**src/ppg_warmup_pkg.sv**
```systemverilog
// Constants and types for the cascaded pulse generator and warm-up timer
`default_nettype none
package ppg_warmup_pkg;
  // Write port register selects
  localparam logic [2:0] SEL_LOW_CTRL  = 3'h0;
  localparam logic [2:0] SEL_HIGH_CTRL = 3'h1;
  localparam logic [2:0] SEL_PW_LOW    = 3'h2;
  localparam logic [2:0] SEL_PW_HIGH   = 3'h3;
  localparam logic [2:0] SEL_PER_LOW   = 3'h4;
  localparam logic [2:0] SEL_PER_HIGH  = 3'h5;
  // high_ctrl_reg fields
  localparam int         RUN_BIT       = 3;
  localparam int         TFF_BIT       = 7;
  localparam int         MODE_MSB      = 2;
  localparam logic [2:0] MODE_PPG      = 3'h7;
  localparam logic [2:0] MODE_WARM     = 3'h2;
  // low_ctrl_reg fields
  localparam int         CLK_LSB       = 4;
  localparam int         CLK_MSB       = 6;
  localparam int         CASC_MSB      = 1;
  localparam logic [1:0] CASC_16BIT    = 2'h3;
  // Source clock codes
  localparam logic [2:0] CLK_FC_DIV11  = 3'h0;
  localparam logic [2:0] CLK_FC_DIV7   = 3'h1;
  localparam logic [2:0] CLK_FC_DIV5   = 3'h2;
  localparam logic [2:0] CLK_FC_DIV3   = 3'h3;
  localparam logic [2:0] CLK_FS        = 3'h4;
  localparam logic [2:0] CLK_FC_DIV1   = 3'h5;
  localparam logic [2:0] CLK_FC        = 3'h6;
  localparam logic [2:0] CLK_EXT       = 3'h7;
  // Prescaler
  localparam int         DIV_W         = 11;
  localparam logic [10:0] MASK_DIV11   = 11'h7FF;
  localparam logic [10:0] MASK_DIV7    = 11'h07F;
  localparam logic [10:0] MASK_DIV5    = 11'h01F;
  localparam logic [10:0] MASK_DIV3    = 11'h007;
  localparam logic [10:0] MASK_DIV1    = 11'h001;
  // Reset values
  localparam logic [7:0]  BYTE_RESET   = 8'h00;
  localparam logic [15:0] WORD_RESET   = 16'h0000;
  localparam logic [15:0] COUNT_ONE    = 16'h0001;
  // Warm-up compare range: only the upper byte matters
  localparam logic [15:0] WARM_MIN_SET = 16'h0100;
  localparam logic [15:0] WARM_MAX_SET = 16'hFF00;
  // Byte write from the processor side
  typedef struct packed {
    logic       en;
    logic [2:0] sel;
    logic [7:0] data;
  } wr_t;
endpackage
`default_nettype wire

```
**src/ppg_warmup_timer.sv**
```systemverilog
// Cascaded 16-bit pulse generator and warm-up counter
// Functional notes
// - PPG mode counts up; width match inverts toggle flop, count continues
// - PPG period match inverts flop again, clears counter, raises match interrupt
// - Toggle flop preloadable from init bit; cleared to zero at reset
// - Pulse pin is inverse of toggle flop
// - Compare values act immediately; software leaves them alone while running
// - Stopping holds pin level; init bit write only after stop
// - High control bit 3 runs counter, bit 7 is init bit
// - Codes 33H, 057H, 05FH select fc/8, PPG mode, start
// - Warm-up mode compares only upper period byte
// - Warm-up mode counts when run, match clears and interrupts
// - Slow warm-up 0100H gives 7.81 ms, FF00H gives 1.99 s
// - Fast warm-up 0100H gives 16 us, FF00H gives 4.08 ms
`default_nettype none
module ppg_warmup_timer
  import ppg_warmup_pkg::*;
(
  input  wire logic        i_clk,
  input  wire logic        i_rstn,
  input  wire wr_t         i_wr,
  input  wire logic        i_timer_count_pin,
  input  wire logic        i_low_osc_clk,
  output var  logic        o_pulse_out_pin,
  output var  logic        o_count_match_irq,
  output var  logic        o_running,
  output var  logic [15:0] o_count
);

////////////////////////////////////////////////////////////////////////
// Pin synchronisers and edge detect
logic [1:0] sync1;
logic [1:0] sync2;
logic [1:0] sync3;
logic [1:0] fall_edge;

always_ff @(posedge i_clk)
begin
  if (!i_rstn)
  begin
    sync1 <= 2'h0;
    sync2 <= 2'h0;
    sync3 <= 2'h0;
  end
  else
  begin
    sync1 <= {i_low_osc_clk, i_timer_count_pin};
    sync2 <= sync1;
    sync3 <= sync2;
  end
end

assign fall_edge = sync3 & ~sync2;

////////////////////////////////////////////////////////////////////////
// Prescaler
logic [DIV_W-1:0] div;
logic [DIV_W-1:0] next_div;

always_comb
begin
  next_div = div + 11'h001;
end

always_ff @(posedge i_clk)
begin
  if (!i_rstn)
    div <= 11'h000;
  else
    div <= next_div;
end

////////////////////////////////////////////////////////////////////////
// Registers and counter state
logic [7:0]  low_ctrl;
logic [7:0]  high_ctrl;
logic [7:0]  pw_stage;
logic [7:0]  per_stage;
logic [15:0] pw;
logic [15:0] per;
logic [15:0] cnt;
logic        tff;
logic        pin;
logic        irq;
logic [7:0]  next_low_ctrl;
logic [7:0]  next_high_ctrl;
logic [7:0]  next_pw_stage;
logic [7:0]  next_per_stage;
logic [15:0] next_pw;
logic [15:0] next_per;
logic [15:0] next_cnt;
logic        next_tff;
logic        next_irq;
logic        tick;
logic        run;
logic        ppg_mode;
logic        warm_mode;
logic        counting;
logic        per_hit;
logic        pw_hit;
logic        wr_high_ctrl;

assign run          = high_ctrl[RUN_BIT];
assign wr_high_ctrl = i_wr.en && (i_wr.sel == SEL_HIGH_CTRL);

assign ppg_mode  = (high_ctrl[MODE_MSB:0] == MODE_PPG) && (low_ctrl[CASC_MSB:0] == CASC_16BIT);
assign warm_mode = (high_ctrl[MODE_MSB:0] == MODE_WARM) && (low_ctrl[CASC_MSB:0] == CASC_16BIT);
assign counting  = run && (ppg_mode || warm_mode);
assign per_hit   = warm_mode ? (cnt[15:8] == per[15:8]) : (cnt == per);
assign pw_hit    = (cnt == pw);

// source select, fs for slow warm-up
always_comb
begin
  case (low_ctrl[CLK_MSB:CLK_LSB])
    CLK_FC_DIV11: tick = (div & MASK_DIV11) == MASK_DIV11;
    CLK_FC_DIV7:  tick = (div & MASK_DIV7) == MASK_DIV7;
    CLK_FC_DIV5:  tick = (div & MASK_DIV5) == MASK_DIV5;
    CLK_FC_DIV3:  tick = (div & MASK_DIV3) == MASK_DIV3;
    CLK_FS:       tick = fall_edge[1];
    CLK_FC_DIV1:  tick = (div & MASK_DIV1) == MASK_DIV1;
    CLK_FC:       tick = 1'b1;
    CLK_EXT:      tick = fall_edge[0];
    default:      tick = 1'b0;
  endcase
end

always_comb
begin
  next_low_ctrl  = low_ctrl;
  next_high_ctrl = high_ctrl;
  next_pw_stage  = pw_stage;
  next_per_stage = per_stage;
  next_pw        = pw;
  next_per       = per;
  next_cnt       = cnt;
  next_tff       = tff;
  next_irq       = 1'b0;
  if (i_wr.en)
  begin
    case (i_wr.sel)
      SEL_LOW_CTRL:  next_low_ctrl = i_wr.data;
      SEL_HIGH_CTRL: next_high_ctrl = i_wr.data;
      SEL_PW_LOW:    next_pw_stage = i_wr.data;
      SEL_PER_LOW:   next_per_stage = i_wr.data;
      SEL_PW_HIGH:   next_pw = {i_wr.data, pw_stage};
      SEL_PER_HIGH:  next_per = {i_wr.data, per_stage};
      default:       next_low_ctrl = low_ctrl;
    endcase
  end
  if (wr_high_ctrl && !run)
    next_tff = i_wr.data[TFF_BIT];
  if (!counting)
    next_cnt = WORD_RESET;
  else if (tick)
  begin
    if (per_hit)
    begin
      next_cnt = WORD_RESET;
      next_irq = 1'b1;
      if (ppg_mode)
        next_tff = !tff;
    end
    else
    begin
      next_cnt = cnt + COUNT_ONE;
      if (ppg_mode && pw_hit)
        next_tff = !tff;
    end
  end
end

always_ff @(posedge i_clk)
begin
  if (!i_rstn)
  begin
    low_ctrl  <= BYTE_RESET;
    high_ctrl <= BYTE_RESET;
    pw_stage  <= BYTE_RESET;
    per_stage <= BYTE_RESET;
    pw        <= WORD_RESET;
    per       <= WORD_RESET;
    cnt       <= WORD_RESET;
    tff       <= 1'b0;
    pin       <= 1'b1;
    irq       <= 1'b0;
  end
  else
  begin
    low_ctrl  <= next_low_ctrl;
    high_ctrl <= next_high_ctrl;
    pw_stage  <= next_pw_stage;
    per_stage <= next_per_stage;
    pw        <= next_pw;
    per       <= next_per;
    cnt       <= next_cnt;
    tff       <= next_tff;
    pin       <= !next_tff;
    irq       <= next_irq;
  end
end

assign o_pulse_out_pin   = pin;
assign o_count_match_irq = irq;
assign o_running         = high_ctrl[RUN_BIT];
assign o_count           = cnt;
endmodule
`default_nettype wire

```
**config.mk**
```make
export PLATFORM = sky130hd
export DESIGN_NAME = ppg_warmup_timer
export DESIGN_NICKNAME = d
export VERILOG_FILES = /design/src/ppg_warmup_pkg.sv /design/src/ppg_warmup_timer.sv
export SDC_FILE = /design/constraint.sdc
export NUM_CORES = 1
export LEC_CHECK = 0
export ABC_AREA = 1
export BUFFER_PORTS_ARGS = -buffer_cell sky130_fd_sc_hd__buf_4
export CAP_MARGIN = 0
export CELL_PAD_IN_SITES_DETAIL_PLACEMENT = 0
export CELL_PAD_IN_SITES_GLOBAL_PLACEMENT = 1
export CORE_MARGIN = 4
export CORE_UTILIZATION = 25
export DETAILED_ROUTE_END_ITERATION = 10
export PLACE_DENSITY_LB_ADDON = 0.1
export SLEW_MARGIN = 20
export SYNTH_ARGS = -nofsm -noshare
export SYNTH_HDL_FRONTEND = slang
export SYNTH_SLANG_ARGS = --single-unit
```
**constraint.sdc**
```tcl
create_clock -name i_clk -period 5.1 [get_ports i_clk]
set_input_delay 0.255 -clock i_clk [delete_from_list [all_inputs] [get_ports i_clk]]
set_output_delay 0.255 -clock i_clk [all_outputs]
set_load 0.01 [all_outputs]
```
==> out/qor.yml, run 1 <==
run_status:
  run_status: "finished clean"
synth:
  ys_seq_area_share_pct: 43.43
  synth_top_area_share_pct: 43.43
  ys_async_sr_fraction_pct: 0
  synth_seq_cells: 93
  postSynthAreaPerCell_um2: 7.121
  synth_top_cell_by_area: "dfxtp_1"
  ys.flop_type: "dfxtp_1"
  synth_edf_count: 0
  syn-num-nets: 622
  syn_inst: 602
  synth_area_leaders: "dfxtp_1 (43%), nor2_1 (9.9%), nand2_1 (9.0%), o21ai_0 (7.4%), inv_1 (6.5%)"
  synthesis.area_um2: 4287
  yosysWarningCount: 0
  ys_types: 37
pwr:
  intPower_w: 0.001237
  power.leakage_nw: 2.171
  p_sw_share_pct: 23.22
  p_per_area_nw_per_um2: 318.3
  switchingPower_w: 0.0003742
  seqPwrFrac_pct: 47.0
  peakVddDrop_v: 0.0001571
  clockPowerShare_pct: 47.0
  pwr-share-comb_pct: 6.0
cells_and_area:
  diodes: 0
  final_common_cell: "nor2_1"
  final_util_pct: 30.31
  final_cell_mix: "nor2_1 (113), nand2_1 (103), dfxtp_1 (93), inv_1 (74), o21ai_0 (63)"
  design_area_um2: 5062
  layout-drive-gt1-share_pct: 13.74
  syn_to_final_growth_pct: 18.10
  nets: 648
  fin_cells: 853
  fillers: 1827
die:
  pin_count: 35
  rows: 47
  die_w_um: 138.9
  die_area_um2: 19310
  initial_core_util_pct: 25.67
  die_h_um: 138.9
  coreArea_um2: 16700
global_routing:
  grt_pass1_vias: 3620
  grt_antenna_before_repair: 0
  grt_usage_pct: 12.62
  grt_overflow: 0
  grt_pass1_wl_um: 19310
  grt_max_degree: 75
route:
  post-route-drc-count: 0
  first_iter_violations: 190
  wire_per_inst_um: 13.91
  ant_nets: 0
  dr_total_vias: 3643
  drt-total-wl_um: 11870
  via_per_inst: 4.271
  drt_pre_antenna_iters: 4
clock_tree:
  htree_levels: 3
  cts.sinks: 93
  cts_hold_buf: 0
  post_cts_buffers: 0
  clk_path_buf_depth: 2
  clock_latency_ns: 0.35
  cts_root_buf: "clkbuf_16"
  clk_pin_slew_worst_paths_ns: 0.07
  cts_buffers: 9
  post_cts_resized: 0
  cts_tree: "done"
place:
  placed_area_um2: 4730
  pre_cts_ws_ns: 2.953
  place.gp.congestion: 0.7462
  dpl.cell_count: 837
  port_buffers: 34
  hpwl_um: 8460
sta:
  max_freq_mhz: 479.5
  worst_pin_slew_ns: 0.6731
  slew_violations: 0
  hold_viol_final: 0
  clock_skew_ns: 0.008039
  max_slew_margin_pct: 55.12
  fin_ws_ns: 3.015
  final.setup.tns_ns: 0
  setup_viol: 0
  fin_crit_ns: 2.085
  grt_setup_unrepaired: "false"
  min_period_over_period_pct: 40.89
worst_setup_path:
  startpoint_type: "register"
  critPathArrivalTime_ns: 2.37
  rr_startpoint: "div[0]"
  r2r_end: "o_count[15]"
  timing.reg2reg.setup_slack_ns: 3.01
  path_class: "reg -> reg"
  cp-startpoint: "div[0]"
  cp-end-kind: "register"
  crit_required_ns: 5.38
  r2r_cells: 13
  worstPathMaxFanout: 14
worst_hold_path:
  holdCritPathClass: "in -> reg"
  min_to: "sync1[0]"
  hp-start: "i_timer_count_pin"
  hold_depth: 3
job:
  maxCapViolCount: 0
-- cells by family after synthesis --
group | count (synthesis) | share of synthesized area (%)
simple gates | 274 | 28.43
flops | 93 | 43.43
compound gates | 111 | 13.75
buf+inv | 102 | 9.544
fa+ha+maj | 4 | 1.168
xor+xnor | 18 | 3.678
-- synth_stat cells (3+ instances only) --
cell type    n
nor2_1     113
nand2_1    103
dfxtp_1     93
inv_1       74
o21ai_0     63
a21oi_1     36
nand3_1     20
clkbuf_1    13
xnor2_1     11
nor3_1       9
xor2_1       7
inv_2        6
nor2_2       6
nand4_1      5
a21oi_2      4
ha_1         4
buf_2        3
nand2_2      3
nand3_2      3
nor3_2       3
-- worst max-delay path by stage --
stage	end	slack (ns)	depth (start not counted)
global route	o_count[15]	2.87	13
CTS	o_count[15]	2.99	13
finish	o_count[15]	3.01	13
detailed placement	pw[0]	2.95	7
floorplan	o_count[6]	3.39	12
global placement	o_count[14]	3.04	13
-- final cells by class --
cell class	count	area, um^2	area share [%]
inverters	82	314.1	6.204
flip-flops and latches	93	1862	36.78
repair buffers	35	262.8	5.190
clock inverters	3	67.56	1.335
clock buffers	13	260.3	5.141
well taps	220	275.3	5.437
multi-input cells	407	2021	39.92
-- critical path: stages, from the launching register on --
cell and delay, ns:
dfxtp_1 0.34, ha_1 0.23, nand2_2 0.10, nor2_4 0.04, ha_1 0.16, nand4_1 0.08, nand2_1 0.07, nor2_2 0.15
nand3_4 0.23, nand3_2 0.19, nand2_4 0.13, inv_6 0.12, nand2_1 0.07, a21oi_2 0.09
-- metrics by stage --
stage / power [W] / hold WS (ns)
finish: 0.001611 / 0.08578
global route: 0.001671 / 0.08272
CTS: 0.001633 / 0.06877
detailed placement: 0.0008726 / 0.4026
global placement: 0.0008724 / 0.3992
floorplan: 0.0008327 / 0.3526
-- layer usage --
layer  global-route usage (%)  part of all wire (%)  vias up
met4                    4.634                   1.6        0
met3                    2.310                   2.9       14
met2                    19.99                    44       41
met5                        0                     0        -
li1                         -                     -     1948
met1                    17.20                    52     1640
-- power by group through the flow --
stage	registers, W	clock network (W)	logic (W)
floorplan	0.000771	0	0.0000618
global placement	0.000774	0	0.0000983
detailed placement	0.000774	0	0.0000984
CTS	0.000757	0.000777	0.0000988
global route	0.000760	0.000800	0.000112
finish	0.000758	0.000757	0.0000967
(Power assumes the default switching activity.)
==> run 2, diff against run 1 <==
- clock period: 5.1 -> 1.74 ns (I/O delays scaled with it)
==> run 2 against run 1 <==
Against the previous run: the flow now finishes with violations (setup timing); cell area up 8.1%; highest routed layer unchanged; sequential share of layout area fell by 2.7 points; register-to-register slack worse by 3.1 ns; wire length is 1.9% higher; worst hold slack worse by 0.036 ns; core utilization up 2.4 points; power grew to 2.9 times the previous value; global-route usage up 0.18 points; count of clock-buffer cells in the layout fell by 1.
==> out/qor.yml, run 2 (synthesized netlist as in run 1, its figures left out) <==
clock_tree:
  clk_path_buf_depth: 2  # unchanged
  cts.sinks: 93  # unchanged
  cts_buffers: 9  # unchanged
  htree_levels: 3  # unchanged
  cts_root_buf: "clkbuf_16"
  cts_tree: "done"
  clk_pin_slew_worst_paths_ns: 0.06  # about the same
  clock_latency_ns: 0.35  # about the same
die:
  coreArea_um2: 16700  # unchanged
  rows: 47  # unchanged
  die_area_um2: 19310  # unchanged
  initial_core_util_pct: 25.67  # unchanged
  die_h_um: 138.9  # unchanged
  pin_count: 35  # unchanged
  die_w_um: 138.9  # unchanged
worst_hold_path:
  hold_depth: 3  # unchanged
  hp-start: "i_wr[7]"
  holdCritPathClass: "in -> reg"
  min_to: "per[15]"
sta:
  worst_pin_slew_ns: 0.5898  # -0.08328 ns
  hold_ws_ns: 0.04962  # -0.03615 ns
  max_freq_mhz: 560.5  # +17%
  setup_viol: 5  # +5
  fin_ws_ns: -0.04406  # -3.059 ns
  clock_skew_ns: 0.007264  # -0.0007743 ns
  min_period_over_period_pct: 102.5  # +62 points
  grt_setup_unrepaired: "true"
  hold_viol_final: 0  # unchanged
  fin_crit_ns: 1.784  # -0.3014 ns
  slew_violations: 0  # unchanged
  max_slew_margin_pct: 60.31  # +5.2 points
cells_and_area:
  final-seq-area_um2: 1864  # +0.13%
  nets: 678  # +4.6%
  diodes: 0  # unchanged
  layout-drive-gt1-share_pct: 21.57  # +7.8 points
  final_common_cell: "nor2_1"
  fillers: 1830  # +0.16%
  syn_to_final_growth_pct: 27.61
  final_cell_mix: "nor2_1 (105), nand2_1 (95), dfxtp_1 (91), inv_1 (73), o21ai_0 (63)"
  multi_input_area_um2: 2191  # +8.4%
worst_setup_path:
  crit_required_ns: 1.97  # -3.41 ns
  path_buf_inv: 1  # unchanged
  path_class: "reg -> reg"
  slowest_delay_ns: 0.34  # about the same
  r2r_cells: 12  # -1
  cp_cell_sequence: "ha_4 -> nand2_4 -> nor2_4 -> ha_2 -> nand4_1 -> nand2_1 -> nor2_2 -> nand3_4 -> buf_6 -> nand2_4 -> o21ai_1 -> nor3b_2"
  timing.reg2reg.setup_slack_ns: -0.04  # -3.06 ns
  rr_startpoint: "div[1]"
  startpoint_type: "register"
  critPathArrivalTime_ns: 2.01  # -0.36 ns
  slowest_stage: "dfxtp_2"
  cpMostUsedCell: "nand2_4"
  crit_family: "simple AND/OR/NAND/NOR gates"
  worstPathMaxFanout: 8  # -6
  r2r_end: "o_count[6]"
  cp-end-kind: "register"
route:
  via_per_inst: 4.343  # +1.7%
  drt-total-wl_um: 12090  # +1.9%
  dr_total_vias: 3835  # +5.3%
  first_iter_violations: 203  # +6.8%
  wire_per_inst_um: 13.69  # -1.6%
  ant_nets: 0  # unchanged
  drt_pre_antenna_iters: 5  # +1
  post-route-drc-count: 0  # unchanged
place:
  hpwl_um: 8799  # +4.0%
  place.gp.congestion: 0.7709  # +3.3%
  port_buffers: 34  # unchanged
global_routing:
  grt_pass1_wl_um: 19460  # +0.79%
  grt_usage_pct: 12.80  # +0.18 points
  grt_max_degree: 33  # -56%
  grt_pass1_vias: 3636  # +0.44%
  grt_antenna_before_repair: 0  # unchanged
  grt_overflow: 0  # unchanged
run_status:
  failed_checks: "setup timing"
  run_status: "finished, violations left"
pwr:
  power_w: 0.004697  # +190%
  peakVddDrop_v: 0.0004705  # +200%
  p_per_area_nw_per_um2: 858.6  # +170%
  power.leakage_nw: 2.391  # +10%
job:
  maxCapViolCount: 0  # unchanged
run 2: how the worst max path moves through the flow:
stage / startpoint / end / slack [ns] / cells after the start
2_1_floorplan: div[0] / o_count[6] / 0.03 / 12
3_3_place_gp: div[0] / o_count[6] / -0.10 / 12
3_5_place_dp: div[0] / o_count[6] / -0.14 / 12
4_1_cts: div[1] / o_count[6] / -0.03 / 12
5_1_grt: div[1] / o_pulse_out_pin / -0.16 / 15
6_report: div[1] / o_count[6] / -0.04 / 12
run 2: through the flow:
step           util (%)  setup slack [ns]  instances  cell area, um^2  TNS (ns)
5_1_grt           32.75           -0.1641        883             5470    -2.485
6_report          32.75          -0.04406        883             5470  -0.08301
4_1_cts           31.86          -0.02742        880             5321  -0.07838
2_1_floorplan         -           0.02565        602             4287         0
3_5_place_dp      29.40           -0.1445        861             4910    -1.776
3_3_place_gp      29.40           -0.1021        861             4910    -1.101
run 2: timing repair:
item	4_1_cts	5_1_grt
pin swaps	7	7
endpoints found under the hold margin	2	0
cloned	0	1
setup buffers	1	2
setup endpoints to repair	19	19
hold buffers	2	0
gates resized for setup	14	33
run 2: routing by layer:
layer | part of all wire (%) | global-route usage [%] | vias up
met1 | 52 | 18.03 | 1761
met5 | 0 | 0 | -
li1 | - | - | 2011
met2 | 43 | 19.18 | 46
met3 | 2.4 | 2.276 | 17
met4 | 2.1 | 5.613 | 0
run 2: worst register-to-register path: cells and delay by family (launching register included):
family	cells	cell delay, ns
AOI/OAI and AO/OA	1	0.06
adders and majority gates	2	0.32
buffers and inverters	1	0.19
DFF	1	0.34
and+or+nand+nor	8	0.77
run 2: layout make-up:
type,count,share of cell area (%)
Timing Repair Buffer,64,8.943
Multi-Input combinational cell,408,40.05
Sequential cell,93,34.08
Tap cell,220,5.032
Clock inverter,4,1.281
Inverter,82,5.924
Clock buffer,12,4.689
run 2: where the power goes:
part | internal, W | leakage [nW] | total (W) | switching, W
logic | 0.000113 | 1.47 | 0.000307 | 0.000194
registers | 0.00219 | 0.755 | 0.00222 | 0.0000344
clock network | 0.00133 | 0.163 | 0.00217 | 0.000834
total | 0.00364 | 2.39 | 0.00470 | 0.00106
==> run 3, diff against run 2 <==
==> constraint.sdc (replaced) <==
create_clock -name i_clk -period 1.74 [get_ports i_clk]
set_input_delay 0.087 -clock i_clk [delete_from_list [all_inputs] [get_ports i_clk]]
set_output_delay 0.087 -clock i_clk [all_outputs]
set_load 0.05 [all_outputs]
==> run 3 against run 2 <==
Against the previous run: the run still ends with setup timing left; via count decreased by 1.5%; cell area increased by 0.18%; global-route usage increased by 0.13 points; critical path type unchanged; critical endpoint is now o_count[2]; largest power group unchanged; power decreased by 1.6%; wire length increased by 2.1%; sequential share of layout area increased by 0.052 points; flip-flop and latch count unchanged; clock skew increased by 0.00070 ns; setup slack got worse by 0.056 ns; register-to-register slack got worse by 0.06 ns.
==> out/qor.yml, run 3 (synthesized netlist as in run 1, its figures left out) <==
clock_tree:
  clk_path_buf_depth: 2  # unchanged
  cts_tree: "done"
  cts_root_buf: "clkbuf_16"
  clock_latency_ns: 0.35  # about the same
  clk_pin_slew_worst_paths_ns: 0.07  # about the same
  htree_levels: 3  # unchanged
  cts.sinks: 93  # unchanged
  cts_buffers: 9  # unchanged
cells_and_area:
  diodes: 0  # unchanged
  final-seq-area_um2: 1871  # +0.34%
  final_util_pct: 32.81  # +0.060 points
  nets: 677  # -0.15%
  fin_cells: 882  # -0.11%
  final_common_cell: "nor2_1"
  fillers: 1869  # +2.1%
  final_cell_mix: "nor2_1 (107), nand2_1 (97), dfxtp_1 (86), inv_1 (72), o21ai_0 (62)"
  multi_input_area_um2: 2167  # -1.1%
  syn_to_final_growth_pct: 27.85
  layout-drive-gt1-share_pct: 22.21  # +0.64 points
place:
  place.gp.congestion: 0.7647  # -0.80%
  dpl.cell_count: 858  # -0.35%
  port_buffers: 34  # unchanged
  hpwl_um: 8725  # -0.84%
worst_hold_path:
  holdCritPathClass: "in -> reg"
  hold_depth: 3  # unchanged
  hp-start: "i_wr[7]"
  min_to: "per[15]"
worst_setup_path:
  r2r_end: "o_count[2]"
  crit_required_ns: 2.02  # +0.05 ns
  cpMostUsedCell: "nand3_4"
  rr_startpoint: "div[0]"
  startpoint_type: "register"
  slowest_delay_ns: 0.34  # about the same
  worstPathMaxFanout: 6  # -2
  path_class: "reg -> reg"
  crit_family: "simple AND/OR/NAND/NOR gates"
  cp_cell_sequence: "ha_4 -> nand2_4 -> nor2_4 -> ha_2 -> nand4_1 -> nand2_1 -> nor2_2 -> nand3_4 -> nand3_4 -> nand2_8 -> buf_6 -> nor3_2"
  path_buf_inv: 1  # unchanged
  critPathArrivalTime_ns: 2.12  # +0.11 ns
  r2r_cells: 12  # unchanged
  cp-end-kind: "register"
  timing.reg2reg.setup_slack_ns: -0.1  # -0.06 ns
  slowest_stage: "dfxtp_2"
die:
  pin_count: 35  # unchanged
  die_area_um2: 19310  # unchanged
  rows: 47  # unchanged
  die_h_um: 138.9  # unchanged
  die_w_um: 138.9  # unchanged
  coreArea_um2: 16700  # unchanged
  initial_core_util_pct: 25.67  # unchanged
run_status:
  failed_checks: "setup timing"
  run_status: "finished, violations left"
route:
  dr_total_vias: 3779  # -1.5%
  ant_nets: 0  # unchanged
  drt_pre_antenna_iters: 4  # -1
  via_per_inst: 4.285  # -1.3%
  wire_per_inst_um: 13.99  # +2.2%
  first_iter_violations: 203  # unchanged
  post-route-drc-count: 0  # unchanged
  drt-total-wl_um: 12340  # +2.1%
global_routing:
  grt_usage_pct: 12.93  # +0.13 points
  grt_antenna_before_repair: 0  # unchanged
  grt_max_degree: 40  # +21%
  grt_pass1_vias: 3644  # +0.22%
  grt_overflow: 0  # unchanged
  grt_pass1_wl_um: 19690  # +1.2%
sta:
  hold_viol_final: 0  # unchanged
  min_period_over_period_pct: 105.7  # +3.2 points
  worst_pin_slew_ns: 0.5335  # -0.05633 ns
  setup_viol: 19  # +14
  fin_crit_ns: 1.840  # +0.05580 ns
  grt_setup_unrepaired: "true"
  clock_skew_ns: 0.007962  # +0.0006972 ns
  max_slew_margin_pct: 64.10  # +3.8 points
  slew_violations: 0  # unchanged
  fin_ws_ns: -0.09986  # -0.05580 ns
  max_freq_mhz: 543.5  # -3.0%
pwr:
  power.leakage_nw: 2.331  # -2.5%
  power_w: 0.004621  # -1.6%
  peakVddDrop_v: 0.0004457  # -5.3%
  p_per_area_nw_per_um2: 843.3  # -1.8%
job:
  maxCapViolCount: 0  # unchanged
==> run 3: cell types whose count changed in the layout (fill, tap and decap cells not counted), sizes merged <==
cell      previous run  this run
clkinvlp             0         2
clkbuf              12        11
nand2              109       108
bufinv               2         1
==> run 3: worst min-delay path: cells and delay by family <==
family	cells	cell delay [ns]
and+or+nand+nor	2	0.13
buffers and inverters	1	0.13
==> run 3: metal layers <==
layer | share of wire [%] | GRT usage, %
met5 | 0 | 0
met4 | 1.8 | 5.098
met1 | 51 | 17.91
met3 | 2.6 | 2.172
met2 | 44 | 20.07
==> run 3: area by class of cell <==
| cell class | count | area share, % |
|---|---|---|
| Clock buffer | 11 | 4.612 |
| Clock inverter | 5 | 1.073 |
| Inverter | 82 | 5.868 |
| Sequential cell | 93 | 34.13 |
| Multi-Input combinational cell | 407 | 39.54 |
| Timing Repair Buffer | 64 | 9.749 |
| Tap cell | 220 | 5.023 |
==> run 3: timing repair <==
item	4_1_cts	5_1_grt
resized for setup	15	32
buffers inserted	1	4
endpoints found under the setup margin	19	19
cloned	1	0
pin swaps	8	14
hold buffers	2	0
endpoints found under the hold margin	2	0
==> run 3: worst max path at each step <==
| stage | cells after the start | to | slack, ns | from |
|---|---|---|---|---|
| after global routing | 12 | o_count[1] | -0.17 | div[0] |
| after global placement | 13 | o_count[14] | -0.11 | div[0] |
| final | 12 | o_count[2] | -0.1 | div[0] |
| after CTS | 12 | o_count[6] | -0.07 | div[1] |
| after detailed placement | 13 | o_count[14] | -0.12 | div[0] |
| after floorplan | 9 | o_count[15] | -0.01 | o_count[0] |
==> run 3: metrics by stage <==
step                      setup slack [ns]  hold WS, ns  TNS (ns)  cell area [um^2]
final                             -0.09986      0.03802    -1.221              5480
after detailed placement           -0.1214       0.2730    -1.439              4918
after floorplan                   -0.01234       0.1846  -0.01234              4293
after global placement             -0.1051       0.2669    -1.139              4918
after global routing               -0.1747      0.05225    -2.786              5480
after CTS                         -0.07392      0.03149   -0.7766              5334
==> run 3: power breakdown <==
part           internal (W)  switching (W)
Clock               0.00119       0.000890
Sequential          0.00219      0.0000352
Combinational      0.000118       0.000199
Total               0.00350        0.00112
